$ cat src/include/lsde_pkg.sv
// Purpose: Shared constants and types of the segment LCD drive and expansion block
// Assumes: APB with 32-bit data, one register per aligned word
// Notes: Levels are coded on two bits per output pin

// ==========================================================
// Package
package lsde_pkg;

  // Sizes of the panel and of the display RAM
  localparam int NSEG = 40;
  localparam int NCOM = 4;
  localparam int NRAMW = 5;

  // Register byte addresses
  localparam logic [7:0] ADDR_PORT_CTL = 8'h00;
  localparam logic [7:0] ADDR_LCD_CTL = 8'h04;
  localparam logic [7:0] ADDR_STATUS = 8'h08;
  localparam logic [7:0] ADDR_RAM_BASE = 8'h10;
  localparam logic [7:0] ADDR_RAM_LAST = 8'h20;
  localparam logic [5:0] RAM_WORD_BASE = 6'h04;

  // lcd_control fields; bit 7 is reserved and reads 1
  localparam logic [7:0] LCD_CTL_RESET = 8'h80;
  localparam int CTL_RSVD = 7;
  localparam int CTL_PSW = 6;
  localparam int CTL_ACT = 5;
  localparam int CTL_DISPLAY_DATA_SELECT = 4;
  localparam int CTL_CKS_LSB = 0;
  localparam int CKS_SYS_BIT = 3;
  localparam int CKS_HALF_BIT = 1;

  // lcd_port_control fields
  localparam int PC_SGX = 7;
  localparam int PC_DTS_LSB = 4;
  localparam int PC_SGS_LSB = 0;

  // status fields
  localparam int ST_RUN = 0;
  localparam int ST_LADDER = 1;
  localparam int ST_M = 2;
  localparam int ST_COM_LSB = 4;

  // Segment 37 and segment 40, counted from zero
  localparam logic [5:0] EXP_FIRST_SEG = 6'h24;
  localparam logic [5:0] EXP_LAST_SEG = 6'h27;
  localparam logic [3:0] SGS_EXT_ONLY = 4'h0;

  // Duty codes double as index of the last common
  typedef enum logic [1:0] {
    DUTY_STATIC = 2'h0, DUTY_HALF = 2'h1, DUTY_THIRD = 2'h2, DUTY_QUARTER = 2'h3
  } lsde_duty_t;

  // Drive level codes
  typedef enum logic [1:0] {
    LV_VSS = 2'h0, LV_V1 = 2'h1, LV_V2 = 2'h2, LV_V3 = 2'h3
  } lsde_level_t;

  // Expansion shift sequencer
  typedef enum logic [1:0] {
    SH_IDLE = 2'h0, SH_LOW = 2'h1, SH_HIGH = 2'h2, SH_LATCH = 2'h3
  } lsde_sh_t;

endpackage

$ cat src/verilog/lsde_top.sv
// Purpose: Segment LCD scan, drive level selection and expansion link
// Assumes: APB slave, zero wait states; mode inputs synchronous to CLK
// Notes: Pin levels are two-bit codes, see lsde_level_t
//
// Operation
// - RAM bit of segment s, common c is bit 4s+c; expansion remaps pins.
// - Display RAM takes byte and word writes through byte strobes.
// - Once running, RAM is scanned to the pins without software help.
// - Expansion enable turns segment pins 37 to 40 into link pins.
// - Serial data starts at segment 37, or segment 1 when select is 0000.
// - Each pin level follows pixel data combined with alternation.
// - Static: common V1/VSS by alternation; segment same or opposite by data.
// - Third/quarter duty use V2/V3 for unselected; half duty commons mid.
// - Stopped display holds shift, latch and alternation low, data frozen.
// - Standby floats all expansion link pins.
// - Without main clock the display stops unless subclock is chosen.
// - Display runs only when active bit set, not standby, clock present.
// - Standby turns the bias ladder off whatever its power bit.
// - Clearing active halts and turns ladder off, registers kept.
// - Display-data bit 0 blanks all data, also on the link.
// - Clock select bit 3 picks system divider 2..256, else subclock.

`timescale 1ns/1ps

// ==========================================================
// Top module
module lsde_top
  import lsde_pkg::*;
(
  // Clock, reset, enable
  input wire logic CLK,
  input wire logic SRST,
  input wire logic CE,
  // APB slave
  input wire logic PSEL,
  input wire logic PENABLE,
  input wire logic PWRITE,
  input wire logic [7:0] PADDR,
  input wire logic [31:0] PWDATA,
  input wire logic [3:0] PSTRB,
  output logic [31:0] PRDATA,
  output logic PREADY,
  output logic PSLVERR,
  // Power mode and subclock
  input wire logic STANDBY,
  input wire logic SUBCLK_MODE,
  input wire logic SUB_TICK,
  // Panel drive
  output logic [2*NCOM-1:0] COMMON_OUTPUT,
  output logic [2*NSEG-1:0] SEGMENT_OUTPUT,
  output logic LADDER_ON,
  // Expansion link
  output logic EXPANSION_LATCH_CLOCK,
  output logic EXPANSION_SHIFT_CLOCK,
  output logic EXPANSION_M,
  output logic EXPANSION_DATA,
  output logic EXPANSION_OE
);

  // ==========================================================
  // State
  typedef struct packed {
    logic ladder_power;
    logic act;
    logic display_data_select;
    logic [3:0] cks;
    logic seg_expand_enable;
    lsde_duty_t duty;
    logic [3:0] sgs;
    logic [NRAMW-1:0][31:0] ram;
    logic [31:0] prdata;
    logic slverr;
    logic [1:0] com_idx;
    logic m;
    lsde_sh_t sh;
    logic [5:0] sh_seg;
    logic cl1;
    logic cl2;
    logic dout;
    logic ladder;
    logic [NCOM-1:0][1:0] com_lvl;
    logic [NSEG-1:0][1:0] seg_lvl;
  } lsde_state_t;

  localparam lsde_state_t ST_RESET = '0;

  lsde_state_t st_q;
  lsde_state_t st_next;

  logic run_w;
  logic tick_w;
  logic [NSEG*NCOM-1:0] ram_flat;
  logic [NCOM-1:0][1:0] com_lvl_w;
  logic [NSEG-1:0][1:0] seg_lvl_w;
  logic setup_w;
  logic access_w;
  logic ram_hit;
  logic [5:0] ram_word;
  logic [2:0] ram_idx;
  logic hit_w;
  logic [31:0] rd_data;
  logic [7:0] lcd_ctl_rd;
  logic [7:0] port_ctl_rd;
  logic [7:0] status_rd;

  // ==========================================================
  // Run and power conditions
  // Runs only when active, out of standby, and a live clock is chosen
  assign run_w = st_q.act && !STANDBY && !(SUBCLK_MODE && st_q.cks[CKS_SYS_BIT]);
  assign ram_flat = st_q.ram;

  // Frame step source selected by clock select field
  lsde_clkgen u_clkgen (
    .clk(CLK),
    .srst(SRST),
    .ce(CE),
    .run(run_w),
    .cks(st_q.cks),
    .sub_tick(SUB_TICK),
    .tick(tick_w)
  );

  // ==========================================================
  // Level selection per pin
  generate
    for (genvar c = 0; c < NCOM; c++) begin : g_com
      lsde_level u_lvl (
        .duty(st_q.duty),
        .is_com(1'b1),
        .m(st_q.m),
        .bit_on(st_q.com_idx == 2'(c) && 2'(c) <= st_q.duty),
        .level(com_lvl_w[c])
      );
    end
    for (genvar s = 0; s < NSEG; s++) begin : g_seg
      // Blank data, unused drivers and link pins carry data 0
      lsde_level u_lvl (
        .duty(st_q.duty),
        .is_com(1'b0),
        .m(st_q.m),
        .bit_on(st_q.display_data_select && st_q.sgs != SGS_EXT_ONLY
                && !(st_q.seg_expand_enable && s >= int'(EXP_FIRST_SEG))
                && ram_flat[s*NCOM + int'(st_q.com_idx)]),
        .level(seg_lvl_w[s])
      );
    end
  endgenerate

  // ==========================================================
  // APB decode and read data
  assign setup_w = PSEL && !PENABLE;
  assign access_w = PSEL && PENABLE;
  assign ram_word = PADDR[7:2] - RAM_WORD_BASE;
  assign ram_idx = ram_word[2:0];
  assign ram_hit = PADDR >= ADDR_RAM_BASE && PADDR <= ADDR_RAM_LAST && PADDR[1:0] == 2'h0;
  assign hit_w = ram_hit || PADDR == ADDR_PORT_CTL || PADDR == ADDR_LCD_CTL
                 || PADDR == ADDR_STATUS;

  // Register images, reserved control bit reads as one
  always_comb begin
    lcd_ctl_rd = 8'h00;
    lcd_ctl_rd[CTL_RSVD] = LCD_CTL_RESET[CTL_RSVD];
    lcd_ctl_rd[CTL_PSW] = st_q.ladder_power;
    lcd_ctl_rd[CTL_ACT] = st_q.act;
    lcd_ctl_rd[CTL_DISPLAY_DATA_SELECT] = st_q.display_data_select;
    lcd_ctl_rd[CTL_CKS_LSB +: 4] = st_q.cks;
    port_ctl_rd = 8'h00;
    port_ctl_rd[PC_SGX] = st_q.seg_expand_enable;
    port_ctl_rd[PC_DTS_LSB +: 2] = st_q.duty;
    port_ctl_rd[PC_SGS_LSB +: 4] = st_q.sgs;
    status_rd = 8'h00;
    status_rd[ST_RUN] = run_w;
    status_rd[ST_LADDER] = st_q.ladder;
    status_rd[ST_M] = st_q.m;
    status_rd[ST_COM_LSB +: 2] = st_q.com_idx;
  end

  // Read data multiplexer, unmapped reads return zero
  always_comb begin
    rd_data = 32'h0000_0000;
    if (ram_hit) begin
      rd_data = st_q.ram[ram_idx];
    end else if (PADDR == ADDR_PORT_CTL) begin
      rd_data = {24'h00_0000, port_ctl_rd};
    end else if (PADDR == ADDR_LCD_CTL) begin
      rd_data = {24'h00_0000, lcd_ctl_rd};
    end else if (PADDR == ADDR_STATUS) begin
      rd_data = {24'h00_0000, status_rd};
    end
  end

  // ==========================================================
  // Next state
  always_comb begin
    st_next = st_q;

    // Read data and error flag captured in the setup cycle
    if (setup_w) begin
      st_next.prdata = rd_data;
      st_next.slverr = !hit_w;
    end

    // Register writes in the access cycle; registers survive stop
    if (access_w && PWRITE && hit_w) begin
      if (ram_hit) begin
        for (int b = 0; b < 4; b++) begin
          if (PSTRB[b]) begin
            st_next.ram[ram_idx][8*b +: 8] = PWDATA[8*b +: 8];
          end
        end
      end else if (PADDR == ADDR_PORT_CTL && PSTRB[0]) begin
        st_next.seg_expand_enable = PWDATA[PC_SGX];
        st_next.duty = lsde_duty_t'(PWDATA[PC_DTS_LSB +: 2]);
        st_next.sgs = PWDATA[PC_SGS_LSB +: 4];
      end else if (PADDR == ADDR_LCD_CTL && PSTRB[0]) begin
        st_next.ladder_power = PWDATA[CTL_PSW];
        st_next.act = PWDATA[CTL_ACT];
        st_next.display_data_select = PWDATA[CTL_DISPLAY_DATA_SELECT];
        st_next.cks = PWDATA[CTL_CKS_LSB +: 4];
      end
    end

    // Ladder only with power bit, active bit and out of standby
    st_next.ladder = st_q.ladder_power && st_q.act && !STANDBY;

    // Expansion shift sequence, one segment per two cycles
    unique case (st_q.sh)
      SH_IDLE: begin
        st_next.cl1 = 1'b0;
        st_next.cl2 = 1'b0;
      end
      SH_LOW: begin
        st_next.cl2 = 1'b0;
        st_next.dout = st_q.display_data_select && ram_flat[{st_q.sh_seg, st_q.com_idx}];
        st_next.sh = SH_HIGH;
      end
      SH_HIGH: begin
        st_next.cl2 = 1'b1;
        if (st_q.sh_seg == EXP_LAST_SEG) begin
          st_next.sh = SH_LATCH;
        end else begin
          st_next.sh_seg = st_q.sh_seg + 6'h01;
          st_next.sh = SH_LOW;
        end
      end
      SH_LATCH: begin
        st_next.cl2 = 1'b0;
        st_next.cl1 = 1'b1;
        st_next.sh = SH_IDLE;
      end
    endcase

    // Common step on each frame clock step; a new step restarts the link
    if (run_w && tick_w) begin
      if (st_q.com_idx == st_q.duty) begin
        st_next.com_idx = 2'h0;
        st_next.m = !st_q.m;
      end else begin
        st_next.com_idx = st_q.com_idx + 2'h1;
      end
      if (st_q.seg_expand_enable) begin
        st_next.sh = SH_LOW;
        st_next.sh_seg = (st_q.sgs == SGS_EXT_ONLY) ? 6'h00 : EXP_FIRST_SEG;
      end
    end

    // Stopped display: link quiet, data line holds its level
    if (!run_w) begin
      st_next.cl1 = 1'b0;
      st_next.cl2 = 1'b0;
      st_next.m = 1'b0;
      st_next.sh = SH_IDLE;
      st_next.com_idx = 2'h0;
    end

    // Registered pin levels, all at VSS while stopped
    for (int c = 0; c < NCOM; c++) begin
      st_next.com_lvl[c] = run_w ? com_lvl_w[c] : LV_VSS;
    end
    for (int s = 0; s < NSEG; s++) begin
      st_next.seg_lvl[s] = run_w ? seg_lvl_w[s] : LV_VSS;
    end
  end

  // State register, frozen while CE is low
  always_ff @(posedge CLK) begin
    if (SRST) begin
      st_q <= ST_RESET;
    end else if (CE) begin
      st_q <= st_next;
    end
  end

  // ==========================================================
  // Outputs
  assign PREADY = CE;
  assign PRDATA = st_q.prdata;
  assign PSLVERR = access_w && st_q.slverr;
  assign COMMON_OUTPUT = st_q.com_lvl;
  assign SEGMENT_OUTPUT = st_q.seg_lvl;
  assign LADDER_ON = st_q.ladder;
  assign EXPANSION_LATCH_CLOCK = st_q.cl1;
  assign EXPANSION_SHIFT_CLOCK = st_q.cl2;
  assign EXPANSION_M = st_q.m;
  assign EXPANSION_DATA = st_q.dout;
  // Link pins driven only with expansion on and out of standby
  assign EXPANSION_OE = st_q.seg_expand_enable && !STANDBY;

  // ==========================================================
  // Assertions
  property p_stop_quiet;
    @(posedge CLK) disable iff (SRST)
      (CE && !run_w) |=> (!EXPANSION_SHIFT_CLOCK && !EXPANSION_LATCH_CLOCK && !EXPANSION_M);
  endproperty
  a_stop_quiet: assert property (p_stop_quiet)
    else $error("Link clocks or alternation not low while stopped");

  property p_data_frozen;
    @(posedge CLK) disable iff (SRST)
      (CE && !run_w && st_q.sh == SH_IDLE) |=> $stable(EXPANSION_DATA);
  endproperty
  a_data_frozen: assert property (p_data_frozen)
    else $error("Link data moved while stopped");

  property p_standby_float;
    @(posedge CLK) disable iff (SRST)
      STANDBY |-> !EXPANSION_OE;
  endproperty
  a_standby_float: assert property (p_standby_float)
    else $error("Link pins driven in standby");

  property p_ladder_off;
    @(posedge CLK) disable iff (SRST)
      (CE && (!st_q.act || STANDBY)) |=> !LADDER_ON;
  endproperty
  a_ladder_off: assert property (p_ladder_off)
    else $error("Bias ladder on while inactive or in standby");

  property p_frame_flip;
    @(posedge CLK) disable iff (SRST)
      (CE && run_w && tick_w && st_q.com_idx == st_q.duty) |=> (EXPANSION_M != $past(EXPANSION_M));
  endproperty
  a_frame_flip: assert property (p_frame_flip)
    else $error("Alternation did not toggle at frame end");

  property p_sub_stop;
    @(posedge CLK) disable iff (SRST)
      (CE && SUBCLK_MODE && st_q.cks[CKS_SYS_BIT]) |=> (COMMON_OUTPUT == '0 && !EXPANSION_M);
  endproperty
  a_sub_stop: assert property (p_sub_stop)
    else $error("Display runs on an absent main clock");

  property p_byte_write;
    @(posedge CLK) disable iff (SRST)
      (CE && access_w && PWRITE && PADDR == ADDR_RAM_BASE && PSTRB == 4'h1)
        |=> (st_q.ram[0][31:8] == $past(st_q.ram[0][31:8]) && st_q.ram[0][7:0] == $past(PWDATA[7:0]));
  endproperty
  a_byte_write: assert property (p_byte_write)
    else $error("Byte write touched other lanes or missed its own");

  property p_static_com;
    @(posedge CLK) disable iff (SRST)
      (CE && run_w && st_q.duty == DUTY_STATIC)
        |=> (COMMON_OUTPUT[1:0] == ($past(st_q.m) ? LV_VSS : LV_V1));
  endproperty
  a_static_com: assert property (p_static_com)
    else $error("Static common level wrong");

  property p_link_start;
    @(posedge CLK) disable iff (SRST)
      (CE && run_w && tick_w && st_q.seg_expand_enable && st_q.sgs != SGS_EXT_ONLY)
        |=> (st_q.sh == SH_LOW && st_q.sh_seg == EXP_FIRST_SEG);
  endproperty
  a_link_start: assert property (p_link_start)
    else $error("Link shift did not start at segment 37");

endmodule

$ cat src/verilog/lsde_level.sv
// Purpose: Drive level of one common or segment pin
// Assumes: Purely combinational, fed from registered state
// Notes: For a common, bit_on means the common is selected

`timescale 1ns/1ps

// ==========================================================
// Level mapper
module lsde_level
  import lsde_pkg::*;
(
  // Selection
  input wire lsde_duty_t duty,
  input wire logic is_com,
  input wire logic m,
  input wire logic bit_on,
  // Result
  output lsde_level_t level
);

  // Level table per duty, alternation and data
  always_comb begin
    level = LV_VSS;
    if (bit_on) begin
      level = (m ^ !is_com) ? LV_VSS : LV_V1;
    end else if (duty == DUTY_STATIC || (duty == DUTY_HALF && !is_com)) begin
      level = m ? LV_VSS : LV_V1;
    end else if (duty == DUTY_HALF) begin
      level = LV_V2; // Mid level, V2 tied to V3
    end else if (is_com) begin
      level = m ? LV_V2 : LV_V3;
    end else begin
      level = m ? LV_V3 : LV_V2;
    end
  end

endmodule

$ cat src/verilog/lsde_clkgen.sv
// Purpose: Frame clock step generator from system clock or subclock
// Assumes: sub_tick is a one-cycle pulse per subclock period
// Notes: Stops and clears while run is low

`timescale 1ns/1ps

// ==========================================================
// Step generator
module lsde_clkgen
  import lsde_pkg::*;
(
  // Clock and reset
  input wire logic clk,
  input wire logic srst,
  input wire logic ce,
  // Control
  input wire logic run,
  input wire logic [3:0] cks,
  input wire logic sub_tick,
  // Step pulse
  output logic tick
);

  typedef struct packed {
    logic [7:0] cnt;
    logic half;
    logic tick;
  } lsde_gen_t;

  lsde_gen_t q;
  lsde_gen_t n;
  logic [7:0] mask;

  // Divider, 2 up to 256 on system clock, 1 or 2 on subclock
  always_comb begin
    n = q;
    n.tick = 1'b0;
    mask = 8'hFF >> (3'h7 - cks[2:0]);
    if (!run) begin
      n.cnt = 8'h00;
      n.half = 1'b0;
    end else if (cks[CKS_SYS_BIT]) begin
      n.cnt = q.cnt + 8'h01;
      n.tick = &(q.cnt | ~mask);
    end else if (sub_tick) begin
      n.half = !q.half;
      n.tick = cks[CKS_HALF_BIT] ? q.half : 1'b1;
    end
  end

  // State register
  always_ff @(posedge clk) begin
    if (srst) begin
      q <= '0;
    end else if (ce) begin
      q <= n;
    end
  end

  assign tick = q.tick;

endmodule

$ cat config.mk
export PLATFORM = sky130hd
export DESIGN_NAME = lsde_top
export DESIGN_NICKNAME = d
export VERILOG_FILES = /design/src/include/lsde_pkg.sv /design/src/verilog/lsde_top.sv /design/src/verilog/lsde_level.sv /design/src/verilog/lsde_clkgen.sv
export SDC_FILE = /design/constraint.sdc
export NUM_CORES = 1
export LEC_CHECK = 0
export ABC_CLOCK_PERIOD_IN_PS = 2800
export BUFFER_PORTS_ARGS = -buffer_cell sky130_fd_sc_hd__buf_2
export CAP_MARGIN = 25
export CORE_MARGIN = 1.5
export CORE_UTILIZATION = 45
export CTS_CLUSTER_DIAMETER = 30
export DETAILED_ROUTE_END_ITERATION = 6
export MAX_ROUTING_LAYER = met4
export SETUP_SLACK_MARGIN = 0.15
export SYNTH_ARGS = -nofsm -noshare
export SYNTH_HDL_FRONTEND = slang
export SYNTH_SLANG_ARGS = --single-unit
$ cat constraint.sdc
create_clock -name CLK -period 2.8 [get_ports CLK]
set_input_delay 0.28 -clock CLK [delete_from_list [all_inputs] [get_ports CLK]]
set_output_delay 0.28 -clock CLK [all_outputs]
set_load 0.05 [all_outputs]
## Word-level counts from Yosys, hierarchy flattened

Cells that the tools add are included.

| cells by class | value |
|---|---|
| add/subtract/negate cells | 44 |
| order comparisons | 49 |
| equal/unequal tests | 17 |
| shift-type cells | 1 |
| multiplexer cells | 265 |
| bitwise operators | 4 |
| reductions and logical operators | 94 |

Operators with widths:

| kind | number |
|---|---|
| two-way mux 160 bit | 10 |
| bitwise mux 160 bit | 4 |
| demux 32 bit (select 3 bit) | 4 |
| binary-select mux 1 bit (select 8 bit) | 40 |
| two-way mux 2 bit | 95 |
| two-way mux 32 bit | 5 |
| less-than comparator 8 x 9 -> 1 bit (second input constant) | 17 |
| adder 7 x 2 -> 8 bit (first input constant) | 16 |
| binary-select mux 32 bit (select 3 bit) | 1 |
| two-way mux 1 bit | 90 |
| adder 8 x 2 -> 9 bit (first input constant) | 8 |
| less-than comparator 7 x 9 -> 1 bit (second input constant) | 8 |
| less-than comparator 9 bit (second input constant) | 8 |
| logical AND 1 bit | 64 |
| adder 6 x 2 -> 7 bit (first input constant) | 8 |
| less-than comparator 6 x 9 -> 1 bit (second input constant) | 4 |
| adder 5 x 2 -> 6 bit (first input constant) | 4 |
| two-way mux 24 bit | 1 |
| two-way mux 6 bit | 4 |
| two-way mux 8 bit | 3 |
| less-than comparator 5 x 9 -> 1 bit (second input constant) | 2 |
| two-way mux 16 bit | 1 |
| two-way mux 11 bit | 1 |
| adder 4 x 2 -> 5 bit (first input constant) | 2 |
| 44 further kinds | 74 |

| word-level totals | value |
|---|---|
| flip-flop bits (word level) | 320 |
| output and inout bits | 128 |
| word-level logic and storage cells | 543 |

## Logic depth before layout (Yosys ltp)

Gate-level depths: netlist of run 1.

| logic depth | value |
|---|---|
| depth after elaboration | 19 |
| mapped depth | 9 |
| gate-level depth less buffers | 6 |

## Cells and area by module

From an unflattened synthesis of run 1, not the netlist that was laid out.

| unflattened totals | value |
|---|---|
| cells, all modules | 2210 |
| area total of the unflattened synthesis | 17892.2 um2 |

By module, submodules not included:

| module | times used | cells an instance | area each (um2) |
|---|---|---|---|
| lsde_top | 1 | 1835 | 15637.5 |
| lsde_level | 44 | 7 | 38.8 |
| lsde_clkgen | 1 | 67 | 548.0 |

## Worst setup path after synthesis of run 1

No wires, ideal clock.

| timing | value |
|---|---|
| path type | register to register |
| from | register st_q[101] (netlist bit) |
| to | register st_q, in the netlist EXPANSION_DATA |
| data arrival time | 2.176 ns |
| path slack | 0.508 ns |
| cell stages (with the launch flop) | 9 |
| buffers on the path | 3 |
| period minus slack after synthesis | 2.292 ns |
| cells stage by stage | dfxtp_1 > buf_6 > buf_12 > buf_12 > mux4_1 > mux4_2 > nand3b_1 > nand4_1 > a41o_1 |

| between the ends | value |
|---|---|
| word-level cells in the longest chain between the ends | 3 |

RTL lines:

| element | RTL line | text |
|---|---|---|
| from (decl) | lsde_top.sv:87 | `lsde_state_t st_q;` |
| from (signal assigned) | lsde_top.sv:290 | `st_q <= st_next;` |
| binary-select mux 1 bit (select 8 bit) | lsde_top.sv:234 | `st_next.dout = st_q.display_data_select && ram_flat[{st_q.sh_seg, st_q.com_idx}];` |
| two-way mux 1 bit (not written as such) | lsde_top.sv:234 |  |
| logical AND 1 bit | lsde_top.sv:234 |  |

Every way passes these cells. The select of a mux whose other input is x is not followed.
A chain may end at the register's enable or synchronous reset.

## Final worst setup path of run 1

Ends and elaborated chain as after synthesis.

==> summary.md, run 1 <==
| Metric | Value |
|---|---|
| Share of the clock period used by the worst path | 90.3% |
| Pre-CTS setup slack | 269 ps |
| Outcome | finished, violations left |
| Number of clock sinks seen by CTS | 320 |
| Half-perimeter wire length after detailed placement | 36.2 mm |
| Die footprint | 37500 µm² |
| First-pass iteration count of the detailed router | 7 |
| Met1 WL | 23.1 mm |
| Share of total power in combinational logic | 2.9% |
| Number of input and output port buffers inserted | 180 |
| Post-detailed-route via-to-cell ratio | 5.99 |
| Final cell utilization of the core | 55.7% |
| DR iter-0 viols | 1552 |
| Cell area after layout | 19900 µm² |
| Worst hold-check path type | in -> reg |
| Number of synthesized flops with an enable pin | 0 |
| Number of flip-flops and latches in the synthesized netlist | 320 |
| Finish-stage setup viols | 0 |
| Maximum level of the CTS H-tree | 3 |
| Most instantiated library cell after synthesis | sky130_fd_sc_hd__dfxtp_1 |
| Leakage component of the power | 0.00724 µW |
| Critical Setup Path Class | reg -> reg |
| Post-route DRC violation count | 17 |
| Clock tree root driver cell | sky130_fd_sc_hd__clkbuf_16 |
| Clk network pwr share | 64.9% |
| Minimum setup slack in the final design | 271 ps |
| Unrepaired setup endpoints after global routing | no |
| Leading cell types by count after synthesis | sky130_fd_sc_hd__dfxtp_1, sky130_fd_sc_hd__a21oi_1, sky130_fd_sc_hd__nand2_1 |
| Area growth from synthesis to final layout | 21.5% |
| Vias in the first global route | 14200 |
| Pin count of the biggest net entering global routing | 100 |
| Avg WL per Cell | 21.5 µm |
| Post-Synth Simple-Gate Area | 13.5% |
| Net Switching | 3120 µW |
| Crit path max fanout | 20 |
| Antenna cell count | 0 |
| Post-route clock skew | 21.0 ps |
| Worst slew slack as a fraction of its limit | 46.0% |
| Mean area per synthesized cell | 8.67 µm² |
| Most used flip-flop cell after synthesis | sky130_fd_sc_hd__dfxtp_1 |
| Final setup TNS | 0 ps |
| Seq/Total Area, Yosys | 39.2% |
| Sequential share of power | 32.2% |
| Die span in x | 194 µm |
| Height of the die | 194 µm |
| Placer's final routability congestion estimate | 0.933 |
| Uppermost layer routed | met4 |
| Transition time at the pin with the least slew margin | 804 ps |
| Hold violation count in the final report | 0 |
| TritonCTS clock tree | done |
| Fraction of registers with async set or reset after synthesis | 0% |
| Combinational family with the most area after synthesis | compound AO/OA/AOI/OAI gates |
| Count of antenna-violating nets left after detailed routing | 0 |
| Library cell occupying the most area in the post-synthesis netlist | sky130_fd_sc_hd__dfxtp_1 |
| Worst Path Required | 3270 ps |
| Number of vias after detailed routing | 14900 |
| Pwr Density | 716 nW/µm² |
| Arithmetic-cell share of the synthesized area counting full adders, half adders and majority gates | 0.459% |
| Number of violations of the max-capacitance limit | 0 |
| XOR/XNOR Fraction of Synth Area | 2.68% |
| Failing checks | DRC |
| Clock buffers created by TritonCTS | 78 |
| Area share of the leading cell type in the synthesized netlist | 39.2% |
| Routed length on met3 | 4.49 mm |
| Clock transition at the registers of the reported paths | 40 ps |
| Endpoint type of the worst setup path | flip-flop |
| Maximum root-to-sink buffer count | 3 |
| Post-synth cell types | 59 |
| Sum of routed wire length over all layers | 53.3 mm |
| Maximum vdd drop | 0.383 mV |
| Worst hold slack | 18.7 ps |
| Std cell rows | 69 |
| Cell types occupying the most area after synthesis | sky130_fd_sc_hd__dfxtp_1, sky130_fd_sc_hd__mux4_2, sky130_fd_sc_hd__a21oi_1, sky130_fd_sc_hd__buf_4, sky130_fd_sc_hd__o21ai_0 |
| Total track usage | 28.9% |
| Netlist area before placement | 16300 µm² |
| Switching portion of total power | 21.9% |
| Cell area reported after detailed placement | 16900 µm² |
| Power Internal | 11100 µW |
| Instance count of the mapped netlist | 1885 |
| Shortest clock period the worst path allows after layout | 2530 ps |
| Initial antenna violation count | 0 |
| Routed length on met2 | 24.3 mm |
| Net count after synthesis | 1944 |
| Worst Setup Start Kind | flip-flop |
| Max-slew violations | 0 |
| Initial core utilization | 45.8% |
| Mux contribution to synthesized area | 13.5% |
| Clk Latency, worst-skew pair | 580 ps |
| Fin nets | 2021 |
| Post-synthesis compound-gate area fraction | 20.8% |
| Global-route wire length before repair | 83.2 mm |
| Warnings from Yosys | 0 |
| CP Data Arrival Time | 3000 ps |
| I/O pins | 181 |
| Layout cell share with drive strength beyond 1 | 23.3% |
| Global route total overflow | 0 |
| Maximum clock frequency | 0.395 GHz |
| Setup fix buffers added after clock tree synthesis | 0 |
| Core area | 35700 µm² |
## area by class of cell
| class | count | area [µm²] |
|---|---|---|
| Sequential cell | 320 | 6410 |
| Inverter | 14 | 52.6 |
| Timing Repair Buffer | 270 | 1740 |
| Fill cell | 3207 | 15800 |
| Tap cell | 461 | 577 |
| Clock inverter | 37 | 505 |
| Multi-Input combinational cell | 1278 | 8380 |
| Clock buffer | 102 | 2200 |
## metal layers
layer	vias to the layer above	track usage (%)
li1	6811	-
met4	0	10.1
met3	107	5.06
met2	752	43.0
met1	7209	39.7
met5	-	-
## critical path, cell delays in order (launching register included)
cell and delay [ps]:
sky130_fd_sc_hd__dfxtp_4 430, sky130_fd_sc_hd__buf_12 210, sky130_fd_sc_hd__mux4_1 620, sky130_fd_sc_hd__mux4_2 500
sky130_fd_sc_hd__nor2b_1 150, sky130_fd_sc_hd__a211o_1 240, sky130_fd_sc_hd__a41o_1 240
## logic make-up (layout without fill, tap and decap cells)
family | after synthesis | after routing
mux | 108 | 108
compound gates | 595 | 595
flops | 320 | 320
buf+inv | 287 | 423
simple gates | 519 | 519
xor+xnor | 50 | 50
fa+ha+maj | 6 | 6
## placed cells by master, fill, tap and decap left out, drive strengths merged, types with 5 or more instances in the layout
| cell | count |
|---|---|
| a21oi | 254 |
| a22oi | 110 |
| a31oi | 10 |
| and2 | 5 |
| and3 | 5 |
| buf | 250 |
| bufinv | 10 |
| clkbuf | 103 |
| clkinv | 11 |
| clkinvlp | 13 |
| dfxtp | 320 |
| dlygate4sd3 | 19 |
| ha | 6 |
| inv | 17 |
| mux2i | 20 |
| mux4 | 85 |
| nand2 | 225 |
| nand3 | 11 |
| nand3b | 7 |
| nand4 | 6 |
| nor2 | 204 |
| nor2b | 10 |
| nor3 | 13 |
| nor4 | 6 |
| o2111ai | 6 |
| o21ai | 180 |
| or4 | 5 |
| xnor2 | 44 |
| xor2 | 6 |
## sequential cells by signal, summed over array words and instances, names as in the netlist
signal	cells
LADDER_ON	1
EXPANSION_LATCH_CLOCK	1
COMMON_OUTPUT	8
SEGMENT_OUTPUT	80
u_clkgen.q	9
lcd_ctl_rd	7
st_q	11
EXPANSION_DATA	1
u_clkgen.tick	1
EXPANSION_SHIFT_CLOCK	1
EXPANSION_M	1
PRDATA	32
ram_flat	160
port_ctl_rd	7
## power by group through the flow
| stage | clock [µW] | sequential, µW | combinational [µW] |
|---|---|---|---|
| finish | 9220 | 4580 | 416 |
| global route | 9570 | 4580 | 444 |
| CTS | 9310 | 4580 | 412 |
| detailed placement | 0 | 4660 | 392 |
| global placement | 0 | 4660 | 390 |
| floorplan | 0 | 4660 | 215 |
## path summary, 6_finish.rpt
check,endpoint,slack (ps),startpoint,cells past startpoint
setup reg to reg,EXPANSION_DATA$_SDFFE_PP0P_,270,st_q[101]$_SDFFE_PP0P_,6
hold reg to reg,COMMON_OUTPUT[4]$_SDFFE_PP0P_,460,COMMON_OUTPUT[4]$_SDFFE_PP0P_,2
hold / removal,ram_flat[85]$_SDFFE_PP0P_,20,PWDATA[21],3
setup / recovery,EXPANSION_DATA$_SDFFE_PP0P_,270,st_q[101]$_SDFFE_PP0P_,6
## what timing repair did
| item | 4_1_cts | 5_1_grt |
|---|---|---|
| setup endpoints to repair | 0 | 1 |
| hold endpoints to repair | 73 | 0 |
| hold buffers | 19 | 0 |
| resized for setup | 0 | 1 |
## stage by stage
step	cells	total power, µW
floorplan	1885	4880
global placement	2323	5050
detailed placement	2323	5050
CTS	2481	14300
global route	2482	14600
finish	2482	14200
No activity file was read; power rests on OpenSTA's default activity.
==> run 2, diff against run 1 <==
--- a/config.mk
+++ b/config.mk
@@ -10,6 +10,7 @@
 export CAP_MARGIN = 25
 export CORE_MARGIN = 1.5
 export CORE_UTILIZATION = 45
+export CTS_BUF_LIST = sky130_fd_sc_hd__clkbuf_8
 export CTS_CLUSTER_DIAMETER = 30
 export DETAILED_ROUTE_END_ITERATION = 6
 export MAX_ROUTING_LAYER = met4
==> run 2 against run 1 <==
Net effect: the flow still finishes with violations (DRC); flip-flop and latch count unchanged; clock power is 27% lower; non-clock buffer count increased by 12; sequential share of layout area increased by 1.1 points; routed wire length shrank 0.26%; critical path depth unchanged; count of clock-buffer cells in the layout down 9; via count barely moved; die area did not move; cell area down 3.4%; sequential power barely moved; combinational power increased by 3%; largest cell class unchanged.
==> summary.md, run 2 (synthesis results as in run 1) <==
| Metric | Value |
|---|---|
| Setup fix buffers added after clock tree synthesis | 0 (unchanged) |
| Number of clock sinks seen by CTS | 320 (unchanged) |
| Die span in x | 194 µm (unchanged) |
| Pin count of the biggest net entering global routing | 100 (unchanged) |
| Delay contributed by the slowest stage of the critical path | 620 ps (about the same) |
| Leading cell type in the layout, fill and taps excluded | sky130_fd_sc_hd__dfxtp_1 (unchanged) |
| Initial antenna violation count | 0 (unchanged) |
| Die footprint | 37500 µm² (unchanged) |
| Post-route DRC violation count | 17 (unchanged) |
| Endpoint type of the worst setup path | flip-flop (unchanged) |
| Unrepaired setup endpoints after global routing | no (unchanged) |
| Antenna cell count | 0 (unchanged) |
| Std cell rows | 69 (unchanged) |
| Shortest clock period the worst path allows after layout | 2520 ps (was 2530 ps) |
| Maximum level of the CTS H-tree | 3 (unchanged) |
| Transition time at the pin with the least slew margin | 810 ps (was 804 ps) |
| Total track usage | 28.9% (about the same) |
| Share of the clock period used by the worst path | 90.2% (was 90.3%) |
| Initial core utilization | 45.8% (unchanged) |
| Global route total overflow | 0 (unchanged) |
| Failing checks | DRC (unchanged) |
| Clock tree root driver cell | sky130_fd_sc_hd__clkbuf_8 (was sky130_fd_sc_hd__clkbuf_16) |
| Clk network pwr share | 57.3% (was 64.9%) |
| Commonest cells after routing, fill and taps aside | sky130_fd_sc_hd__dfxtp_1, sky130_fd_sc_hd__a21oi_1, sky130_fd_sc_hd__nand2_1 (unchanged) |
| Number of vias after detailed routing | 14900 (about the same) |
| Pwr Density | 610 nW/µm² (was 716 nW/µm²) |
| Maximum vdd drop | 0.316 mV (was 0.383 mV) |
| Crit path max fanout | 20 (unchanged) |
| Post-detailed-route via-to-cell ratio | 5.95 (was 5.99) |
| Number of violations of the max-capacitance limit | 0 (unchanged) |
| Switching portion of total power | 23.4% (was 21.9%) |
| Placer's final routability congestion estimate | 0.933 (unchanged) |
| Worst Setup Start Kind | flip-flop (unchanged) |
| Post-route clock skew | 31.1 ps (was 21.0 ps) |
| Finish-stage setup viols | 0 (unchanged) |
| Number of input and output port buffers inserted | 180 (unchanged) |
| Outcome | finished, violations left (unchanged) |
| Final cell utilization of the core | 53.8% (was 55.7%) |
| TritonCTS clock tree | done (unchanged) |
| Maximum root-to-sink buffer count | 3 (unchanged) |
| Global-route wire length before repair | 83.1 mm (was 83.2 mm) |
| Leakage component of the power | 0.00702 µW (was 0.00724 µW) |
| Count of antenna-violating nets left after detailed routing | 0 (unchanged) |
| Avg WL per Cell | 21.3 µm (was 21.5 µm) |
| Area growth from synthesis to final layout | 17.3% (was 21.5%) |
| Tot Pwr | 11700 µW (was 14200 µW) |
| Crit path max-delay cell type | sky130_fd_sc_hd__mux4_1 (unchanged) |
| Sum of routed wire length over all layers | 53.2 mm (was 53.3 mm) |
| DR iter-0 viols | 1555 (was 1552) |
| Worst hold-check path type | in -> reg (unchanged) |
| Clock transition at the registers of the reported paths | 60 ps (was 40 ps) |
| Critical Setup Path Class | reg -> reg (unchanged) |
| Sequential share of power | 39.1% (was 32.2%) |
| Clk Latency, worst-skew pair | 640 ps (was 580 ps) |
| Maximum clock frequency | 0.396 GHz (was 0.395 GHz) |
| First-pass iteration count of the detailed router | 7 (unchanged) |
| Net Switching | 2730 µW (was 3120 µW) |
| Share of total power in combinational logic | 3.7% (was 2.9%) |
| Worst hold slack | 25.7 ps (was 18.7 ps) |
| Vias in the first global route | 14100 (was 14200) |
| Power Internal | 8960 µW (was 11100 µW) |
| Largest register FFs | 160 (unchanged) |
| Core area | 35700 µm² (unchanged) |
| Worst Path Required | 3320 ps (was 3270 ps) |
| Count of non-filler cells in the finished layout | 2500 (was 2482) |
| Height of the die | 194 µm (unchanged) |
| Final setup TNS | 0 ps (unchanged) |
| Clock buffers created by TritonCTS | 79 (was 78) |
| Hold violation count in the final report | 0 (unchanged) |
| Half-perimeter wire length after detailed placement | 36.2 mm (unchanged) |
| Total instance count after detailed placement | 2323 (unchanged) |
| Max-slew violations | 0 (unchanged) |
| Layout cell share with drive strength beyond 1 | 23.2% (was 23.3%) |
| Worst slew slack as a fraction of its limit | 45.6% (was 46.0%) |
| CP Data Arrival Time | 3050 ps (was 3000 ps) |
| I/O pins | 181 (unchanged) |
| Cells traversed along the worst timing path | buf_12 -> mux4_1 -> mux4_2 -> nor2b_1 -> a211o_1 -> a41o_1 (unchanged) |
| Fin nets | 2034 (was 2021) |
-- run 2: cell count changes in the layout (fill, tap and decap cells not counted), sizes merged --
cell,change
bufinv,+3
clkbuf,-9
clkinv,+3
clkinvlp,-7
dlygate4sd3,+12
inv,+16
-- run 2: power groups by stage --
stage / Combinational, µW / Sequential, µW / Clock, µW
2_1_floorplan: 215 / 4660 / 0
3_3_place_gp: 390 / 4660 / 0
3_5_place_dp: 392 / 4660 / 0
4_1_cts: 424 / 4570 / 6780
5_1_grt: 458 / 4560 / 7050
6_report: 430 / 4570 / 6690
-- run 2: timing repair --
item,CTS,global route
resized for setup,0,1
hold endpoints to repair,137,0
setup endpoints to repair,0,1
hold buffers,31,0
-- run 2: layer usage --
metal  wire length [µm]  track usage (%)
met1              23400             39.5
met2              24000             42.7
met3               4450             5.11
met4               1410             10.8
met5                  0                -
-- run 2: path summary, 6_finish.rpt --
kind                                      start                       endpoint  slack (ps)  depth (start not counted)
hold reg to reg   COMMON_OUTPUT[4]$_SDFFE_PP0P_  COMMON_OUTPUT[4]$_SDFFE_PP0P_         460                          2
hold / removal                        PWDATA[1]     ram_flat[129]$_SDFFE_PP0P_          30                          3
setup reg to reg         st_q[101]$_SDFFE_PP0P_    EXPANSION_DATA$_SDFFE_PP0P_         280                          6
setup / recovery         st_q[101]$_SDFFE_PP0P_    EXPANSION_DATA$_SDFFE_PP0P_         280                          6
-- run 2: through the flow --
| step | cell area [µm²] | setup slack [ps] |
|---|---|---|
| 5_1_grt | 19200 | 195 |
| 3_5_place_dp | 16900 | 269 |
| 4_1_cts | 19200 | 233 |
| 6_report | 19200 | 275 |
| 3_3_place_gp | 16900 | 311 |
| 2_1_floorplan | 16300 | 508 |
-- run 2: area by class of cell --
cell class	count	area (µm²)
Inverter	14	52.6
Multi-Input combinational cell	1278	8380
Sequential cell	320	6410
Clock inverter	52	621
Timing Repair Buffer	282	1860
Tap cell	461	577
Clock buffer	93	1280
Fill cell	3299	16500
-- run 2: worst max-delay path, delay by kind of cell, from the launching register on --
kind | cells | cell delay (ps)
simple gates | 1 | 150
compound gates | 2 | 490
buf+inv | 1 | 210
flops | 1 | 440
mux | 2 | 1120
